===== config.mk =====
export PLATFORM = sky130hd
export DESIGN_NAME = intr_ctrl
export DESIGN_NICKNAME = d
export VERILOG_FILES = /design/src/intr_pkg.sv /design/src/intr_ctrl.sv /design/src/iso_summary.sv
export SDC_FILE = /design/constraint.sdc
export NUM_CORES = 1
export LEC_CHECK = 0
export ABC_CLOCK_PERIOD_IN_PS = 1400
export BUFFER_PORTS_ARGS = -buffer_cell sky130_fd_sc_hd__clkbuf_2
export CAP_MARGIN = 10
export CORE_MARGIN = 3
export CORE_UTILIZATION = 48
export CTS_CLUSTER_SIZE = 30
export DETAILED_ROUTE_END_ITERATION = 16
export PLACE_DENSITY = 0.79
export SYNTH_ARGS = -nofsm -noshare
export SYNTH_HDL_FRONTEND = slang
export SYNTH_SLANG_ARGS = --single-unit

===== constraint.sdc =====
create_clock -name clk_i -period 1.4 [get_ports clk_i]
set_input_delay 0.07 -clock clk_i [delete_from_list [all_inputs] [get_ports clk_i]]
set_output_delay 0.07 -clock clk_i [all_outputs]
set_load 0.005 [all_outputs]

===== src/intr_pkg.sv =====
package intr_pkg;

    // ************************************************************
    // Register byte addresses
    // ************************************************************
    localparam logic [7:0] EVT_SET_ADDR = 8'h80;
    localparam logic [7:0] EVT_CLR_ADDR = 8'h84;
    localparam logic [7:0] MSK_SET_ADDR = 8'h88;
    localparam logic [7:0] MSK_CLR_ADDR = 8'h8C;
    localparam logic [7:0] ISO_TX_EVT_ADDR = 8'h90;
    localparam logic [7:0] ISO_TX_MSK_ADDR = 8'h98;
    localparam logic [7:0] ISO_RX_EVT_ADDR = 8'hA0;
    localparam logic [7:0] ISO_RX_MSK_ADDR = 8'hA8;
    localparam logic [7:0] ISO_TX_EVT_CLR_ADDR = 8'h94;
    localparam logic [7:0] ISO_TX_MSK_CLR_ADDR = 8'h9C;
    localparam logic [7:0] ISO_RX_EVT_CLR_ADDR = 8'hA4;
    localparam logic [7:0] ISO_RX_MSK_CLR_ADDR = 8'hAC;

    // ************************************************************
    // Event bit positions
    // ************************************************************
    localparam int BIT_REQ_SEND = 0;
    localparam int BIT_RSP_SEND = 1;
    localparam int BIT_RX_REQ_DONE = 2;
    localparam int BIT_RX_RSP_DONE = 3;
    localparam int BIT_REQ_PKT = 4;
    localparam int BIT_RSP_PKT = 5;
    localparam int BIT_ISO_TX = 6;
    localparam int BIT_ISO_RX = 7;
    localparam int BIT_WR_ERR = 8;
    localparam int BIT_LOCK_ERR = 9;
    localparam int BIT_NODE_ID = 16;
    localparam int BIT_BUS_RESET = 17;
    localparam int BIT_MAKER = 30;
    localparam int BIT_GLOBAL_EN = 31;

    // ************************************************************
    // Writable bit masks and reset values
    // ************************************************************
    localparam logic [31:0] EVT_LATCH_MASK = 32'h0003_033F;
    localparam logic [31:0] MSK_RW_MASK = 32'hC003_03FF;
    localparam logic [7:0] ISO_RW_MASK = 8'hFF;
    localparam logic [31:0] EVT_RESET = 32'h0000_0000;
    localparam logic [31:0] MSK_RESET = 32'h0000_0000;
    localparam logic [7:0] ISO_RESET = 8'h00;

    // ************************************************************
    // Event source bundle
    // ************************************************************
    typedef struct packed {
        logic maker_defined_event;
        logic bus_reset_event;
        logic node_identification_done_event;
        logic lock_reply_error_event;
        logic buffered_write_error_event;
        logic response_packet_received;
        logic request_packet_received;
        logic async_rx_response_done;
        logic async_rx_request_done;
        logic response_send_done;
        logic request_send_done;
    } event_src_t;

    // Bus slave states
    typedef enum logic {
        BUS_IDLE,
        BUS_ACK
    } bus_state_t;

endpackage


===== src/intr_ctrl.sv =====
// What this block does
// Bus reset sets event bit 17
// Node id stream done sets bit 16
// Bus reset event clears bit 16 unless node id done fires with it
// Event bits 15 to 10 read zero
// Unacked lock response sets bit 9
// Host write error sets bit 8
// Bit 7 is live iso receive summary
// Bit 6 is live iso transmit summary
// Response packet stored sets bit 5
// Request packet stored sets bit 4
// Receive response descriptor done sets bit 3
// Receive request descriptor done sets bit 2
// Response transmit done sets bit 1
// Request transmit done sets bit 0
// Mask ports at 88h, 8Ch read mask
// Mask bit enables same event bit
// Bit 31 gates all external interrupts
// Mask bit 30 gates maker event
// Ones set or clear, zeros ignored
// Event ports 80h, 84h; clear reads masked
// Interrupt when enabled event and global
// Reserved mask bits read zero
//
// Our own choice: the Wishbone slave port.
`timescale 1ns/100ps
`default_nettype none

module intr_ctrl
    import intr_pkg::*;
(
    // Clock and reset
    input wire logic clk_i,
    input wire logic rst_i,
    // Wishbone slave
    input wire logic cyc_i,
    input wire logic stb_i,
    input wire logic we_i,
    input wire logic [7:0] adr_i,
    input wire logic [3:0] sel_i,
    input wire logic [31:0] dat_i,
    output logic [31:0] dat_o,
    output logic ack_o,
    output logic err_o,
    // Event sources, one-cycle pulses
    input wire event_src_t src_i,
    // Isochronous channel interrupt levels
    input wire logic [7:0] iso_tx_chan_i,
    input wire logic [7:0] iso_rx_chan_i,
    // Interrupt
    output logic irq_o
);

    // ************************************************************
    // Bus decode
    // ************************************************************
    bus_state_t state_r; // Slave state
    logic [31:0] dat_r; // Read data
    logic ack_r; // Ack flag
    logic err_r; // Error flag
    logic irq_r; // Interrupt output
    logic [31:0] evt_r; // Latched event bits
    logic [31:0] msk_r; // Mask bits

    // Byte-lane expansion of write data
    function automatic logic [31:0] lane(input logic [31:0] d, input logic [3:0] s);
        lane = d & {{8{s[3]}}, {8{s[2]}}, {8{s[1]}}, {8{s[0]}}};
    endfunction

    // Request taken only while the slave is idle
    wire req = cyc_i && stb_i && (state_r == BUS_IDLE);
    // Write strobe, one cycle per accepted write
    wire wr = req && we_i;
    // Write data with unselected lanes forced to zero
    wire [31:0] wd = lane(dat_i, sel_i);
    // Address match per port
    wire hit_es = (adr_i == EVT_SET_ADDR);
    wire hit_ec = (adr_i == EVT_CLR_ADDR);
    wire hit_ms = (adr_i == MSK_SET_ADDR);
    wire hit_mc = (adr_i == MSK_CLR_ADDR);
    // Isochronous ports, low byte only
    wire hit_txe = (adr_i == ISO_TX_EVT_ADDR);
    wire hit_txes = (adr_i == ISO_TX_EVT_CLR_ADDR);
    wire hit_txm = (adr_i == ISO_TX_MSK_ADDR);
    wire hit_txms = (adr_i == ISO_TX_MSK_CLR_ADDR);
    wire hit_rxe = (adr_i == ISO_RX_EVT_ADDR);
    wire hit_rxes = (adr_i == ISO_RX_EVT_CLR_ADDR);
    wire hit_rxm = (adr_i == ISO_RX_MSK_ADDR);
    wire hit_rxms = (adr_i == ISO_RX_MSK_CLR_ADDR);
    // Any mapped port; the rest answer with err
    wire hit_any = hit_es || hit_ec || hit_ms || hit_mc || hit_txe || hit_txes
        || hit_txm || hit_txms || hit_rxe || hit_rxes || hit_rxm || hit_rxms;

    // ************************************************************
    // Isochronous summaries
    // ************************************************************
    wire [7:0] tx_evt;
    wire [7:0] tx_msk;
    wire [7:0] rx_evt;
    wire [7:0] rx_msk;
    wire tx_sum;
    wire rx_sum;

    // Transmit channels
    iso_summary u_tx (
        .clk_i(clk_i),
        .rst_i(rst_i),
        .evt_set_i(wr && hit_txe),
        .evt_clr_i(wr && hit_txes),
        .msk_set_i(wr && hit_txm),
        .msk_clr_i(wr && hit_txms),
        .wdata_i(wd[7:0]),
        .chan_i(iso_tx_chan_i),
        .evt_o(tx_evt),
        .msk_o(tx_msk),
        .summary_o(tx_sum)
    );

    // Receive channels
    iso_summary u_rx (
        .clk_i(clk_i),
        .rst_i(rst_i),
        .evt_set_i(wr && hit_rxe),
        .evt_clr_i(wr && hit_rxes),
        .msk_set_i(wr && hit_rxm),
        .msk_clr_i(wr && hit_rxms),
        .wdata_i(wd[7:0]),
        .chan_i(iso_rx_chan_i),
        .evt_o(rx_evt),
        .msk_o(rx_msk),
        .summary_o(rx_sum)
    );

    // ************************************************************
    // Event register
    // ************************************************************
    // Hardware set vector
    wire [31:0] hw_set = (32'(src_i.bus_reset_event) << BIT_BUS_RESET)
        | (32'(src_i.node_identification_done_event) << BIT_NODE_ID)
        | (32'(src_i.lock_reply_error_event) << BIT_LOCK_ERR)
        | (32'(src_i.buffered_write_error_event) << BIT_WR_ERR)
        | (32'(src_i.response_packet_received) << BIT_RSP_PKT)
        | (32'(src_i.request_packet_received) << BIT_REQ_PKT)
        | (32'(src_i.async_rx_response_done) << BIT_RX_RSP_DONE)
        | (32'(src_i.async_rx_request_done) << BIT_RX_REQ_DONE)
        | (32'(src_i.response_send_done) << BIT_RSP_SEND)
        | (32'(src_i.request_send_done) << BIT_REQ_SEND)
        | (32'(src_i.maker_defined_event) << BIT_MAKER);
    // Software set and clear strobes
    wire [31:0] sw_set = (wr && hit_es) ? wd : 32'h0000_0000;
    wire [31:0] sw_clr = (wr && hit_ec) ? wd : 32'h0000_0000;
    // Bus reset forces node id done off in the same cycle unless node id done fires with it
    wire [31:0] rst_kill = src_i.bus_reset_event ? (32'h1 << BIT_NODE_ID) : 32'h0;
    wire [31:0] evt_lat = (32'h1 << BIT_MAKER) | EVT_LATCH_MASK;
    wire [31:0] evt_nxt = ((((evt_r & ~sw_clr) | sw_set) & ~rst_kill) | hw_set) & evt_lat;
    // Visible event word with live summaries
    wire [31:0] evt_view = evt_r | (32'(rx_sum) << BIT_ISO_RX)
        | (32'(tx_sum) << BIT_ISO_TX);

    // ************************************************************
    // Mask register
    // ************************************************************
    // Software set and clear of mask bits
    wire [31:0] m_set = (wr && hit_ms) ? wd : 32'h0000_0000;
    wire [31:0] m_clr = (wr && hit_mc) ? wd : 32'h0000_0000;
    wire [31:0] msk_nxt = ((msk_r & ~m_clr) | m_set) & MSK_RW_MASK;
    // Enabled events, global bit excluded
    wire [30:0] active = evt_view[30:0] & msk_r[30:0];
    wire irq_nxt = msk_r[BIT_GLOBAL_EN] && (|active);

    // ************************************************************
    // Read data select
    // ************************************************************
    wire [31:0] rd_nxt = hit_es ? evt_view
        : hit_ec ? (evt_view & msk_r)
        : (hit_ms || hit_mc) ? msk_r
        : (hit_txe || hit_txes) ? {24'h0, tx_evt}
        : (hit_txm || hit_txms) ? {24'h0, tx_msk}
        : (hit_rxe || hit_rxes) ? {24'h0, rx_evt}
        : (hit_rxm || hit_rxms) ? {24'h0, rx_msk}
        : 32'h0000_0000;

    // Event and mask storage
    always_ff @(posedge clk_i) begin
        if (rst_i) begin
            evt_r <= EVT_RESET;
            msk_r <= MSK_RESET;
            irq_r <= 1'b0;
        end else begin
            evt_r <= evt_nxt;
            msk_r <= msk_nxt;
            irq_r <= irq_nxt;
        end
    end

    // Bus slave, ack or err one cycle after request
    always_ff @(posedge clk_i) begin
        if (rst_i) begin
            state_r <= BUS_IDLE;
            ack_r <= 1'b0;
            err_r <= 1'b0;
            dat_r <= 32'h0000_0000;
        end else begin
            case (state_r)
                BUS_IDLE: begin
                    if (req) begin
                        state_r <= BUS_ACK;
                        ack_r <= hit_any;
                        err_r <= !hit_any;
                        dat_r <= we_i ? 32'h0000_0000 : rd_nxt;
                    end
                end
                default: begin
                    state_r <= BUS_IDLE;
                    ack_r <= 1'b0;
                    err_r <= 1'b0;
                end
            endcase
        end
    end

    // Outputs straight from flip-flops
    assign dat_o = dat_r;
    assign ack_o = ack_r;
    assign err_o = err_r;
    assign irq_o = irq_r;

    // ************************************************************
    // Checks
    // ************************************************************
    bus_reset_set_a: assert property (@(posedge clk_i) disable iff (rst_i)
        src_i.bus_reset_event |=> evt_r[BIT_BUS_RESET])
        else $error("bus reset bit not set");
    node_id_kill_a: assert property (@(posedge clk_i) disable iff (rst_i)
        src_i.bus_reset_event && !src_i.node_identification_done_event
        |=> !evt_r[BIT_NODE_ID])
        else $error("node id bit survived bus reset");
    node_id_set_a: assert property (@(posedge clk_i) disable iff (rst_i)
        src_i.node_identification_done_event |=> evt_r[BIT_NODE_ID])
        else $error("node id bit not set");
    resv_zero_a: assert property (@(posedge clk_i) disable iff (rst_i)
        evt_r[15:10] == 6'h00 && msk_r[29:27] == 3'h0 && !msk_r[18])
        else $error("reserved bits nonzero");
    lock_err_a: assert property (@(posedge clk_i) disable iff (rst_i)
        src_i.lock_reply_error_event |=> evt_r[BIT_LOCK_ERR])
        else $error("lock error bit not set");
    send_done_a: assert property (@(posedge clk_i) disable iff (rst_i)
        src_i.request_send_done |=> evt_r[BIT_REQ_SEND])
        else $error("request send bit not set");
    global_gate_a: assert property (@(posedge clk_i) disable iff (rst_i)
        !msk_r[BIT_GLOBAL_EN] |=> !irq_o)
        else $error("interrupt without global enable");
    irq_raise_a: assert property (@(posedge clk_i) disable iff (rst_i)
        msk_r[BIT_GLOBAL_EN] && (|(evt_r[30:0] & msk_r[30:0])) |=> irq_o)
        else $error("interrupt missing");
    mask_set_a: assert property (@(posedge clk_i) disable iff (rst_i)
        wr && hit_ms && wd[BIT_WR_ERR] |=> msk_r[BIT_WR_ERR])
        else $error("mask set lost");
    mask_read_a: assert property (@(posedge clk_i) disable iff (rst_i)
        req && !we_i && hit_mc |=> ack_o && dat_o == $past(msk_r))
        else $error("mask read wrong");

    // ************************************************************
    // Event source checks
    // ************************************************************
    // Host write error latches
    write_err_a: assert property (@(posedge clk_i) disable iff (rst_i)
        src_i.buffered_write_error_event |=> evt_r[BIT_WR_ERR])
        else $error("write error bit not set");
    // Stored response packet latches
    rsp_pkt_a: assert property (@(posedge clk_i) disable iff (rst_i)
        src_i.response_packet_received |=> evt_r[BIT_RSP_PKT])
        else $error("response packet bit not set");
    // Stored request packet latches
    req_pkt_a: assert property (@(posedge clk_i) disable iff (rst_i)
        src_i.request_packet_received |=> evt_r[BIT_REQ_PKT])
        else $error("request packet bit not set");
    // Receive response descriptor done latches
    rx_rsp_done_a: assert property (@(posedge clk_i) disable iff (rst_i)
        src_i.async_rx_response_done |=> evt_r[BIT_RX_RSP_DONE])
        else $error("receive response bit not set");
    // Receive request descriptor done latches
    rx_req_done_a: assert property (@(posedge clk_i) disable iff (rst_i)
        src_i.async_rx_request_done |=> evt_r[BIT_RX_REQ_DONE])
        else $error("receive request bit not set");
    // Response transmit done latches
    rsp_send_a: assert property (@(posedge clk_i) disable iff (rst_i)
        src_i.response_send_done |=> evt_r[BIT_RSP_SEND])
        else $error("response send bit not set");
    // Software set of an event bit lands
    evt_set_a: assert property (@(posedge clk_i) disable iff (rst_i)
        wr && hit_es && wd[BIT_REQ_PKT] |=> evt_r[BIT_REQ_PKT])
        else $error("event set lost");
    // Software clear of an event bit lands
    evt_clear_a: assert property (@(posedge clk_i) disable iff (rst_i)
        wr && hit_ec && wd[BIT_LOCK_ERR] && !src_i.lock_reply_error_event
        |=> !evt_r[BIT_LOCK_ERR])
        else $error("event clear lost");

    // ************************************************************
    // Read path checks
    // ************************************************************
    // Mapped port answers with ack one cycle later
    ack_answer_a: assert property (@(posedge clk_i) disable iff (rst_i)
        req && hit_any |=> ack_o && !err_o)
        else $error("ack missing");
    // Answer stands for one cycle only
    ack_pulse_a: assert property (@(posedge clk_i) disable iff (rst_i)
        ack_o |=> !ack_o && !err_o)
        else $error("ack held too long");
    // Unmapped port answers with err
    err_decode_a: assert property (@(posedge clk_i) disable iff (rst_i)
        req && !hit_any |=> err_o && !ack_o)
        else $error("err missing");
    // Reserved event bits read zero
    resv_read_a: assert property (@(posedge clk_i) disable iff (rst_i)
        req && !we_i && hit_es |=> dat_o[15:10] == 6'h00)
        else $error("reserved event bits read nonzero");
    // Clear port reads events combined with mask
    clr_read_a: assert property (@(posedge clk_i) disable iff (rst_i)
        req && !we_i && hit_ec |=> dat_o == ($past(evt_view) & $past(msk_r)))
        else $error("clear port read wrong");
    // Live receive summary on read
    iso_rx_live_a: assert property (@(posedge clk_i) disable iff (rst_i)
        req && !we_i && hit_es |=> dat_o[BIT_ISO_RX] == |($past(rx_evt) & $past(rx_msk)))
        else $error("receive summary wrong");
    // Live transmit summary on read
    iso_tx_live_a: assert property (@(posedge clk_i) disable iff (rst_i)
        req && !we_i && hit_es |=> dat_o[BIT_ISO_TX] == |($past(tx_evt) & $past(tx_msk)))
        else $error("transmit summary wrong");

    // ************************************************************
    // Mask and interrupt checks
    // ************************************************************
    // Reserved mask bits read zero
    resv_mask_a: assert property (@(posedge clk_i) disable iff (rst_i)
        req && !we_i && (hit_ms || hit_mc)
        |=> dat_o[29:27] == 3'h0 && !dat_o[18] && dat_o[15:10] == 6'h00)
        else $error("reserved mask bits read nonzero");
    // Software clear of a mask bit lands
    mask_clear_a: assert property (@(posedge clk_i) disable iff (rst_i)
        wr && hit_mc && wd[BIT_LOCK_ERR] |=> !msk_r[BIT_LOCK_ERR])
        else $error("mask clear lost");
    // Unselected lane leaves mask bit alone
    zero_lane_a: assert property (@(posedge clk_i) disable iff (rst_i)
        wr && hit_ms && !sel_i[1] && !msk_r[BIT_WR_ERR] |=> !msk_r[BIT_WR_ERR])
        else $error("unselected lane wrote mask");
    // No enabled event, no interrupt
    mask_enable_a: assert property (@(posedge clk_i) disable iff (rst_i)
        !(|(evt_view[30:0] & msk_r[30:0])) |=> !irq_o)
        else $error("interrupt from masked event");
    // Maker event needs its own mask bit
    maker_gate_a: assert property (@(posedge clk_i) disable iff (rst_i)
        !msk_r[BIT_MAKER] && !(|(evt_view[29:0] & msk_r[29:0])) |=> !irq_o)
        else $error("maker event not gated");

endmodule

`default_nettype wire


===== src/iso_summary.sv =====
`timescale 1ns/100ps
`default_nettype none

// ************************************************************
// Per-channel isochronous event and mask pair with summary
// ************************************************************
module iso_summary
    import intr_pkg::*;
(
    // Clock and reset
    input wire logic clk_i,
    input wire logic rst_i,
    // Software access
    input wire logic evt_set_i,
    input wire logic evt_clr_i,
    input wire logic msk_set_i,
    input wire logic msk_clr_i,
    input wire logic [7:0] wdata_i,
    // Channel interrupt levels
    input wire logic [7:0] chan_i,
    // State
    output logic [7:0] evt_o,
    output logic [7:0] msk_o,
    output logic summary_o
);

    logic [7:0] evt_r; // Sticky channel events
    logic [7:0] msk_r; // Channel enables
    logic [7:0] chan_d_r; // Previous channel level
    wire [7:0] rise = chan_i & ~chan_d_r;
    wire [7:0] evt_nxt = ((evt_r & ~(evt_clr_i ? wdata_i : 8'h00))
        | (evt_set_i ? wdata_i : 8'h00) | rise) & ISO_RW_MASK;
    wire [7:0] msk_nxt = ((msk_r & ~(msk_clr_i ? wdata_i : 8'h00))
        | (msk_set_i ? wdata_i : 8'h00)) & ISO_RW_MASK;

    // Edge set wins over clear
    always_ff @(posedge clk_i) begin
        if (rst_i) begin
            evt_r <= ISO_RESET;
            msk_r <= ISO_RESET;
            chan_d_r <= ISO_RESET;
        end else begin
            evt_r <= evt_nxt;
            msk_r <= msk_nxt;
            chan_d_r <= chan_i;
        end
    end

    assign evt_o = evt_r;
    assign msk_o = msk_r;
    assign summary_o = |(evt_r & msk_r);

endmodule

`default_nettype wire


# Word level (Yosys, flattened, before mapping)
# Index checks and enable logic that the tools add are counted.
[op_classes] n_eq_ne=12 mux=22 bitwise_logic=45 n_reduce_logical=38
[ops] cell="32-bit 2-to-1 mux" count=6
[ops] cell="32-bit AND" count=3
[ops] cell="8-bit == test, second input constant" count=12
[ops] cell="8-bit 2-to-1 mux" count=12
[ops] cell="31-bit AND" count=3
[ops] cell="8-bit AND" count=8
[ops] cell="31-bit 2-to-1 mux" count=2
[ops] cell="31-bit OR" count=2
[ops] cell="8-bit NOT" count=6
[ops] cell="8-bit OR" count=6
[ops] cell="32-bit NOT" count=1
[ops] cell="32-bit OR" count=1
[ops] cell="32-bit by 7-bit OR with 32-bit output" count=1
[ops] cell="17-bit NOT with 31-bit output" count=1
[ops] cell="31-bit NOT" count=1
[ops] cell="18-bit by 31-bit OR with 31-bit output" count=1
[ops] cell="31-bit by 8-bit OR with 31-bit output" count=1
[ops] cell="31-bit OR reduction" count=1
[ops] cell="18-bit by 1-bit OR with 18-bit output" count=1
[ops] cell="18-bit by 10-bit OR with 18-bit output" count=1
[ops] cell="18-bit by 17-bit OR with 18-bit output" count=1
[ops] cell="18-bit by 2-bit OR with 18-bit output" count=1
[ops] cell="18-bit by 3-bit OR with 18-bit output" count=1
[ops] cell="18-bit by 4-bit OR with 18-bit output" count=1
[ops] cell="12 further kinds" count=43
[word_totals] reg_bits=127 inputBits=76 word_cells=131

# Longest topological paths before layout
# Gate-level depths: netlist of run 1.
[depth] depth_word=13 ltp_mapped=7 ltp_nobuf=5

# Hierarchy
# Synthesis of run 1 repeated with hierarchy kept, for this count alone.
[hier_totals] cells_unflattened=548 area_unflattened_um2=4673.2
[by_module_without_submodules] mod="intr_ctrl" n_inst=1 cells_per_inst=350 area_each_um2=2748.9
[by_module_without_submodules] mod="iso_summary" n_inst=2 cells_per_inst=99 area_each_um2=962.2

# Least setup slack after synthesis of run 1
# Ideal clock, no wire load.
[synth_timing] path_type="register to register" startpoint="register state_r" endpoint="register u_tx.msk_r[6] (netlist: u_tx.msk_o[6])" arrival_time_ns=1.453 required_time_ns=1.330 setup_slack_ns=-0.123 path_stages_with_launch=7 period_less_slack_ns=1.523 path_cell_list="dfxtp_1 -> and3b_1 -> and3_4 -> nand2_2 -> buf_2 -> or3_1 -> a21oi_1"
[synth_via] elab_chain_len=8
[synth_rtl] item="start, declared" line_no="intr_ctrl.sv:57" text="bus_state_t state_r;"
[synth_rtl] item="start signal, assigned" line_no="intr_ctrl.sv:199" text="state_r <= BUS_IDLE;"
[synth_rtl] item="start signal, assigned" line_no="intr_ctrl.sv:207" text="state_r <= BUS_ACK;"
[synth_rtl] item="start signal, assigned" line_no="intr_ctrl.sv:214" text="state_r <= BUS_IDLE;"
[synth_rtl] item="1-bit NOT (*)"
[synth_rtl] item="1-bit logical AND (*)" line_no="intr_ctrl.sv:71" text="wire req = cyc_i && stb_i && (state_r == BUS_IDLE);"
[synth_rtl] item="1-bit logical AND (*)" line_no="intr_ctrl.sv:73" text="wire wr = req && we_i;"
[synth_rtl] item="1-bit logical AND" line_no="intr_ctrl.sv:111" text=".msk_clr_i(wr && hit_txms),"
[synth_rtl] item="8-bit 2-to-1 mux" line_no="iso_summary.sv:33" text="wire [7:0] msk_nxt = ((msk_r & ~(msk_clr_i ? wdata_i : 8'h00))"
[synth_rtl] item="8-bit NOT" line_no="iso_summary.sv:33"
[synth_rtl] item="8-bit AND" line_no="iso_summary.sv:33"
[synth_rtl] item="8-bit OR (*)" line_no="iso_summary.sv:34" text="| (msk_set_i ? wdata_i : 8'h00)) & ISO_RW_MASK;"
[synth_rtl] item="end signal, assigned" line_no="iso_summary.sv:44" text="msk_r <= msk_nxt;"
[synth_rtl] item="end, declared" line_no="iso_summary.sv:28" text="logic [7:0] msk_r;"
# Mark *: on every way between the ends. The rest lies on a longest branch, timed or not.
# A chain may end at the register's enable or synchronous reset.

# Worst setup path after layout of run 1
[layout_timing] startpoint="register state_r" endpoint="register u_rx.evt_r[7] (netlist: u_rx.evt_o[7])"
[layout_via] elab_chain_len=9
[layout_rtl] item="1-bit NOT (*)"
[layout_rtl] item="1-bit logical AND (*)" line_no="intr_ctrl.sv:71"
[layout_rtl] item="1-bit logical AND (*)" line_no="intr_ctrl.sv:73"
[layout_rtl] item="1-bit logical AND" line_no="intr_ctrl.sv:124" text=".evt_clr_i(wr && hit_rxes),"
[layout_rtl] item="8-bit 2-to-1 mux" line_no="iso_summary.sv:31" text="wire [7:0] evt_nxt = ((evt_r & ~(evt_clr_i ? wdata_i : 8'h00))"
[layout_rtl] item="8-bit NOT" line_no="iso_summary.sv:31"
[layout_rtl] item="8-bit AND" line_no="iso_summary.sv:31"
[layout_rtl] item="8-bit OR (*) (2 in series)" line_no="iso_summary.sv:32" text="| (evt_set_i ? wdata_i : 8'h00) | rise) & ISO_RW_MASK;"
[layout_rtl] item="end signal, assigned" line_no="iso_summary.sv:43" text="evt_r <= evt_nxt;"
[layout_rtl] item="end, declared" line_no="iso_summary.sv:27" text="logic [7:0] evt_r;"
# Marked as above.

==> results.ini, run 1 <==
[placed_design]
placed_area_mm2 = 0.00507
place_ws_ns = -0.179
globalplace.congestion = 0.914
hpwl_um = 9010
place.port_buffers = 74

[timing]
fmax_mhz = 639
setup_tns_ns = -5.32
tightest_slew_ns = 0.529
period_needed_ns = 1.57
relSlewSlack = 0.646
setup_viol = 59
final_hold_viol_count = 0
fin_skew_ns = 0.0103
setup_ws_ns = -0.165
post-route-period-util = 1.12
rsz0062_at_grt = true
drv_slew = 0

[floorplan]
die-area_mm2 = 0.0102
io_pins = 111
start_util = 0.511
die_y_um = 101
core_mm2 = 0.00846
die_width_um = 101
num_rows = 33

[yosys]
postSynthAreaPerCell_um2 = 8.44
synth_area_mm2 = 0.00432
synth_top_family_by_area = compound AO/OA/AOI/OAI gates
synth_top_area_frac = 0.422
yosys.cell_types.count = 48
yosysSeqAreaShare = 0.422
synth_area_leaders = dfxtp_1, o21ai_0, o221ai_1
synthCells = 512
async_flop_share = 0
synthAdderAreaFrac = 0
synth_xor_xnor_area_share = 0
yosys.area.top_type = dfxtp_1
synth_seq_cells = 91
synth_compound_area_frac = 0.263
synth_mux_area_frac = 0.0347
synthSimpleGateAreaFrac = 0.200
synth_enable_flop_cells = 0
yosysWarnings = 0
synth-main-ff-cell = dfxtp_1

[layout]
layout_commonest_cell = dfxtp_1
final_core_util = 0.698
layout.nets = 727
design_area_mm2 = 0.00590
diodes = 0
layout_common_cells = dfxtp_1, clkbuf_2, buf_4
synthToLayoutAreaGrowth_pct = 36.6
drive_gt1_frac = 0.319

[clock_tree]
cts_tree = built
cts_buffers = 9
clkSinkCount = 91
path_clk_slew_ns = 0.10
h-tree-depth = 3
clock_path_buffers = 2
root_buffer = clkbuf_8
clock_latency_ns = 0.36

[global_route]
grt_pass1_vias = 4353
grt_usage = 0.264
grt_pass1_wl_um = 21400
antenna_found_initial = 0
grt_overflow_total = 0
grt_max_degree = 42

[drt]
route.detailed.drc = 0
dr.pass1.iters = 6
finalWirelength_um = 13700
antenna_left = 0
via_per_inst = 5.94
wire_per_inst_um = 18.0
via_count = 4517
drt_iter0_markers = 416

[worst_setup_path]
cp.buffers_inverters = 0
critPathMaxFanout = 8
startpoint_type = flop
crit_family = simple AND/OR/NAND/NOR gates
worstSetupEndpointType = flop
cp_cell_sequence = nand4b_1 > nor2_4 > nand2_4 > o21ai_1 > o221ai_2
cp_slowest_cell = dfxtp_2
crit_required_ns = 1.63
worstSetupPathType = reg2reg
slowest_delay_ns = 0.34
worst-endpoint-arrival_ns = 1.79

[status]
violations = setup timing
status = complete, but fails checks

[worst_hold_path]
hp-class = in2reg

[job]
cap_violations = 0

[power]
ir_worst_vdd_mv = 0.631
p_total_uw = 5450
power.leakage_uw = 0.00251
power_per_cell_area_mw_per_mm2 = 923

[flip-flops by register name, summed over array words and instances (netlist names)]
register / flops
msk_r: 14
u_rx.evt_o: 8
dat_o: 14
evt_r: 11
irq_o: 1
state_r: 1
u_tx.evt_o: 8
u_tx.chan_d_r: 8
err_o: 1
u_rx.chan_d_r: 8
ack_o: 1
u_tx.msk_o: 8
u_rx.msk_o: 8
[cells in the mapped netlist, drive strengths merged, types with 2 or more instances]
master / count
a211oi: 2
a21oi: 33
a221oi: 4
a22o: 4
a22oi: 4
a31oi: 11
a32o: 5
and2: 9
buf: 29
clkbuf: 22
dfxtp: 91
inv: 18
mux2i: 15
nand2: 39
nand2b: 19
nand3: 8
nand3b: 2
nand4: 2
nor2: 11
nor2b: 30
nor3: 4
nor3b: 3
o21ai: 80
o221ai: 23
o22ai: 12
o31ai: 2
or3: 17
[metrics by stage]
step           hold slack, ns  std cells
4_1_cts               0.00336        761
2_1_floorplan           0.182        529
6_report               0.0161        761
3_5_place_dp            0.285        711
5_1_grt                0.0314        761
3_3_place_gp            0.280        711
[worst reg2reg max path: stages (launching register included)]
cell and delay, ns:
dfxtp_2 0.34, nand4b_1 0.30, nor2_4 0.25, nand2_4 0.13
o21ai_1 0.27, o221ai_2 0.15
[where the power goes]
part | switching [uW] | internal, uW
clock network | 957 | 1020
registers | 67.0 | 2680
logic | 382 | 338
[repair_timing]
action | in CTS | in global routing
pin swaps | 18 | 12
buffers inserted | 4 | 0
hold buffers | 28 | 0
resized for setup | 59 | 44
endpoints found under the hold margin | 28 | 0
cloned | 2 | 0
setup endpoints to repair | 60 | 63
[final cells by class]
cell class	instances	area, um2
clock buffer	9	124
clock inverter	7	100
fill	651	2560
inverter	18	67.6
multi-input combinational	369	2470
sequential	91	1830
tap	105	131
timing repair buffer	162	1180
[cell families after synthesis]
kind of cell | after synthesis
compound gates | 185
simple gates | 151
flops | 91
buf+inv | 69
mux | 15
other cells | 1
[layer usage]
metal  vias up  track usage  routed length [um]
li1       2099            -                   -
met2       216        0.432                6600
met1      2164        0.348                5590
met3        38       0.0547                1170
met4         0       0.0870                 359
met5         -            0                   0
[worst paths after layout]
check,start,endpoint,depth (start not counted),slack (ns)
setup reg to reg,state_r$_SDFF_PP0_,u_rx.evt_o[7]$_SDFF_PP0_,5,-0.17
hold reg to reg,dat_o[8]$_SDFFE_PP0P_,dat_o[8]$_SDFFE_PP0P_,2,0.46
hold / removal,dat_i[5],evt_r[5]$_SDFF_PP0_,3,0.02
setup / recovery,state_r$_SDFF_PP0_,u_rx.evt_o[7]$_SDFF_PP0_,5,-0.17
Note: power is estimated with default switching activity, not from simulation.
==> run 2, diff against run 1 <==
--- a/config.mk
+++ b/config.mk
@@ -9,10 +9,10 @@
 export BUFFER_PORTS_ARGS = -buffer_cell sky130_fd_sc_hd__clkbuf_2
 export CAP_MARGIN = 10
 export CORE_MARGIN = 3
-export CORE_UTILIZATION = 48
+export CORE_UTILIZATION = 25
 export CTS_CLUSTER_SIZE = 30
 export DETAILED_ROUTE_END_ITERATION = 16
-export PLACE_DENSITY = 0.79
+export PLACE_DENSITY = 0.48
 export SYNTH_ARGS = -nofsm -noshare
 export SYNTH_HDL_FRONTEND = slang
 export SYNTH_SLANG_ARGS = --single-unit
==> results.ini, run 2 (synthesized netlist as in run 1, its figures left out) <==
[clock_tree]
path_clk_slew_ns = 0.07
clkSinkCount = 91
root_buffer = clkbuf_16
cts_buffers = 9
clock_latency_ns = 0.35
h-tree-depth = 3
clock_path_buffers = 2
cts_tree = built

[placed_design]
place.port_buffers = 74
placed_cells = 849
hpwl_um = 10600
globalplace.congestion = 0.812
placed_area_mm2 = 0.00541

[timing]
period_needed_ns = 1.52
drv_slew = 0
fin_skew_ns = 0.00697
setup_ws_ns = -0.122
whs_ns = -0.00445
setup_viol = 56
final_hold_viol_count = 1
post-route-period-util = 1.09
rsz0062_at_grt = true
fmax_mhz = 657

[floorplan]
core_mm2 = 0.0168
die_width_um = 137
die-area_mm2 = 0.0189
start_util = 0.258
die_y_um = 137
num_rows = 47
io_pins = 111

[status]
violations = hold timing, setup timing
status = complete, but fails checks

[worst_setup_path]
rr_endpoint = evt_r[0]$_SDFF_PP0_
crit_required_ns = 1.69
rr_worst_depth = 7
worstSetupPathType = reg2reg
cp_slowest_cell = dfxtp_2
rr_startpoint = state_r$_SDFF_PP0_
critPathMaxFanout = 6
regToRegSetupSlack_ns = -0.12
cp_cell_sequence = nand4b_1 > buf_4 > nor2_4 > buf_6 > buf_12 > a31oi_4 > a21oi_1
slowest_delay_ns = 0.32
startpoint_type = flop
worstSetupEndpointType = flop
worst-endpoint-arrival_ns = 1.81

[worst_hold_path]
hold_depth = 3
hold_end = evt_r[2]$_SDFF_PP0_
hp-class = in2reg
hp-start = src_i[2]

[layout]
drive_gt1_frac = 0.362
final_core_util = 0.386
layout_commonest_cell = dfxtp_1
layout_common_cells = dfxtp_1, clkbuf_2, buf_4
synthToLayoutAreaGrowth_pct = 49.7
design_area_mm2 = 0.00647
layout.cells.non_filler = 891
layout.nets = 743
fillCellCount = 1749
diodes = 0

[global_route]
antenna_found_initial = 0
grt_pass1_vias = 4274
grt_pass1_wl_um = 22800
grt_usage = 0.157
grt_overflow_total = 0
grt_max_degree = 52

[drt]
dr.pass1.iters = 5
drt_iter0_markers = 278
antenna_left = 0
via_count = 4396
finalWirelength_um = 14600
wire_per_inst_um = 16.4
route.detailed.drc = 0
via_per_inst = 4.93

[job]
cap_violations = 0

[power]
p_total_uw = 6170
power.leakage_uw = 0.00259
ir_worst_vdd_mv = 0.595
power_per_cell_area_mw_per_mm2 = 954

[run 2: changes by cell type in the layout (fill, tap and decap cells not counted), moves of 7 or more]
cell | before | now
clkbuf_16 | 0 | 9
buf_4 | 47 | 67
a21oi_2 | 2 | 9
a21oi_1 | 31 | 24
a31oi_4 | 0 | 10
clkbuf_8 | 9 | 0
o21ai_1 | 36 | 46
a31oi_1 | 10 | 1
o21ai_2 | 12 | 5
[run 2: cell type report]
cell class	instances	area [um2]	share of cell area
clock inverters	6	90.1	0.0139
well taps	220	275	0.0426
inverters	18	67.6	0.0104
multi-input cells	369	2670	0.413
repair buffers	178	1310	0.203
clock buffers	9	225	0.0348
flip-flops and latches	91	1830	0.282
[run 2: through the flow]
stage          worst slack, ns  setup TNS, ns
6_report                -0.122          -2.52
5_1_grt                 -0.172          -6.63
4_1_cts                -0.0790          -1.98
3_5_place_dp            -0.172          -5.73
3_3_place_gp            -0.190          -5.64
2_1_floorplan          -0.0601         -0.208
[run 2: power by group]
part           switching (uW)  total (uW)  internal [uW]
registers                59.6        2750           2690
logic                     421         800            379
clock network            1070        2630           1560
[run 2: how the worst max path moves through the flow]
| stage | start | end | slack (ns) | cells after the start |
|---|---|---|---|---|
| final | state_r$_SDFF_PP0_ | evt_r[0]$_SDFF_PP0_ | -0.12 | 7 |
| after CTS | state_r$_SDFF_PP0_ | u_tx.msk_o[0]$_SDFF_PP0_ | -0.08 | 5 |
| after global placement | adr_i[1] | evt_r[0]$_SDFF_PP0_ | -0.19 | 9 |
| after global routing | state_r$_SDFF_PP0_ | evt_r[0]$_SDFF_PP0_ | -0.17 | 7 |
| after detailed placement | adr_i[6] | dat_o[4]$_SDFFE_PP0P_ | -0.17 | 5 |
| after floorplan | state_r$_SDFF_PP0_ | u_tx.msk_o[6]$_SDFF_PP0_ | -0.06 | 6 |
[run 2: metal layers]
| layer | vias to the layer above | track usage | wire (um) |
|---|---|---|---|
| met3 | 13 | 0.0362 | 1010 |
| met4 | 0 | 0.0399 | 152 |
| li1 | 2143 | - | - |
| met1 | 2089 | 0.212 | 6660 |
| met2 | 151 | 0.251 | 6800 |
| met5 | - | 0 | 0 |
[run 2: repair_timing]
| action | 4_1_cts | 5_1_grt |
|---|---|---|
| resized for setup | 54 | 71 |
| hold buffers | 22 | 0 |
| hold endpoints to repair | 22 | 0 |
| endpoints found under the setup margin | 59 | 67 |
| buffers inserted | 2 | 3 |
| pin swaps | 23 | 20 |
[run 2: worst max-delay path, delay by kind of cell, from the launching register on]
kind / cells / cell delay [ns]
compound gates: 2 / 0.25
buf+inv: 3 / 0.52
flops: 1 / 0.32
simple gates: 2 / 0.36
==> run 3, diff against run 2 <==
--- a/config.mk
+++ b/config.mk
@@ -12,7 +12,7 @@
 export CORE_UTILIZATION = 25
 export CTS_CLUSTER_SIZE = 30
 export DETAILED_ROUTE_END_ITERATION = 16
-export PLACE_DENSITY = 0.48
+export PLACE_DENSITY = 0.44
 export SYNTH_ARGS = -nofsm -noshare
 export SYNTH_HDL_FRONTEND = slang
 export SYNTH_SLANG_ARGS = --single-unit
==> results.ini, run 3 (synthesized netlist as in run 1, its figures left out) <==
[status]
status = complete, but fails checks
violations = setup timing

[drt]
antenna_left = 0
route.detailed.drc = 0
via_count = 4353
dr.pass1.iters = 5
finalWirelength_um = 15400
via_per_inst = 4.84
wire_per_inst_um = 17.1
drt_iter0_markers = 214

[global_route]
grt_pass1_wl_um = 23600
grt_overflow_total = 0
grt_util_met2 = 0.262
busiest_layer = met2
grt_max_degree = 47
met1_usage = 0.219
grt_pass1_vias = 4346
grtUsageMet3 = 0.0354
antenna_found_initial = 0
grt_usage = 0.161

[timing]
post-route-period-util = 1.15
setup_tns_ns = -5.65
whs_ns = 0.00915
rsz0062_at_grt = true
relSlewSlack = 0.644
period_needed_ns = 1.61
tightest_slew_ns = 0.534
fmax_mhz = 621
setup_ws_ns = -0.210
setup_viol = 59
drv_slew = 0
fin_skew_ns = 0.00728
final_hold_viol_count = 0

[floorplan]
die-area_mm2 = 0.0189
num_rows = 47
io_pins = 111
die_width_um = 137
start_util = 0.258
die_y_um = 137
core_mm2 = 0.0168

[worst_setup_path]
crit_family = buffers and inverters
worst-endpoint-arrival_ns = 1.89
cp.buffers_inverters = 3
worstSetupPathType = reg2reg
crit_required_ns = 1.68
cp_cell_sequence = nand4b_1 > buf_4 > nor2_4 > buf_6 > buf_12 > a31oi_2 > a21oi_1
critPathMaxFanout = 6
cp_slowest_cell = dfxtp_2
worstSetupEndpointType = flop
slowest_delay_ns = 0.32
startpoint_type = flop

[clock_tree]
clkSinkCount = 91
clock_path_buffers = 2
root_buffer = clkbuf_16
cts_tree = built
cts_buffers = 9
h-tree-depth = 3
path_clk_slew_ns = 0.07
clock_latency_ns = 0.35

[placed_design]
globalplace.congestion = 0.780
place.port_buffers = 74
hpwl_um = 11100
placed_area_mm2 = 0.00542

[power]
p_seq_frac = 0.445
power_per_cell_area_mw_per_mm2 = 957
clock_power_share = 0.430
netSwitchingFraction = 0.252
p_switching_uw = 1560
p_total_uw = 6180
power.leakage_uw = 0.00263
ir_worst_vdd_mv = 0.596
p_comb_frac = 0.124
p_int_uw = 4620

[layout]
layout_common_cells = dfxtp_1, clkbuf_2, buf_4
design_area_mm2 = 0.00646
synthToLayoutAreaGrowth_pct = 49.4
diodes = 0
layout.nets = 751
layout_commonest_cell = dfxtp_1
drive_gt1_frac = 0.363

[worst_hold_path]
hp-class = in2reg

[job]
cap_violations = 0

[run 3: cell count changes in the layout (fill, tap and decap cells not counted), sizes merged]
cell | previous run | this run
dlygate4sd3 | 22 | 25
clkinv | 2 | 3
buf | 82 | 87
clkbuf | 83 | 84
clkinvlp | 1 | 0
[run 3: cell type report]
type                            count  area (um2)
Fill cell                        1738       10300
Multi-Input combinational cell    369        2600
Sequential cell                    91        1830
Timing Repair Buffer              186        1370
Tap cell                          220         275
Clock buffer                       10         229
Clock inverter                      6        87.6
Inverter                           18        67.6
[run 3: final timing paths]
kind         depth (start not counted)                        to  slack (ns)                         from
max reg2reg                          7       evt_r[4]$_SDFF_PP0_       -0.21           state_r$_SDFF_PP0_
max                                  7       evt_r[4]$_SDFF_PP0_       -0.21           state_r$_SDFF_PP0_
min reg2reg                          1  u_rx.evt_o[7]$_SDFF_PP0_        0.45  u_rx.chan_d_r[7]$_SDFF_PP0_
min                                  3       evt_r[3]$_SDFF_PP0_       0.009                     src_i[3]
[run 3: timing repair]
action / CTS / global route
endpoints found under the hold margin: 25 / 0
resized for setup: 59 / 67
setup buffers: 2 / 1
setup endpoints to repair: 72 / 72
cloned: 1 / 1
pin swaps: 13 / 22
hold buffers: 25 / 0
[run 3: worst min-delay path, delay by kind of cell]
kind	cells	cell delay, ns
AO/OA/AOI/OAI	2	0.15
buffers and inverters	1	0.11
[run 3: per-stage QoR]
step | utilization | worst slack (ns) | std cells
finish | 0.385 | -0.210 | 900
global route | 0.385 | -0.258 | 900
CTS | 0.371 | -0.115 | 898
detailed placement | 0.324 | -0.223 | 854
global placement | 0.324 | -0.219 | 854
floorplan | - | -0.0601 | 529
[run 3: layer usage]
metal,routed length (um),vias up
met2,7210,122
met5,0,-
li1,-,2164
met3,699,11
met4,143,0
met1,7340,2056
[run 3: power by group through the flow]
stage / sequential (uW) / clock (uW) / combinational [uW]
after floorplan: 2780 / 0 / 336
after global placement: 2800 / 0 / 634
after detailed placement: 2800 / 0 / 639
after CTS: 2750 / 2730 / 729
after global routing: 2760 / 2810 / 843
final: 2750 / 2660 / 768
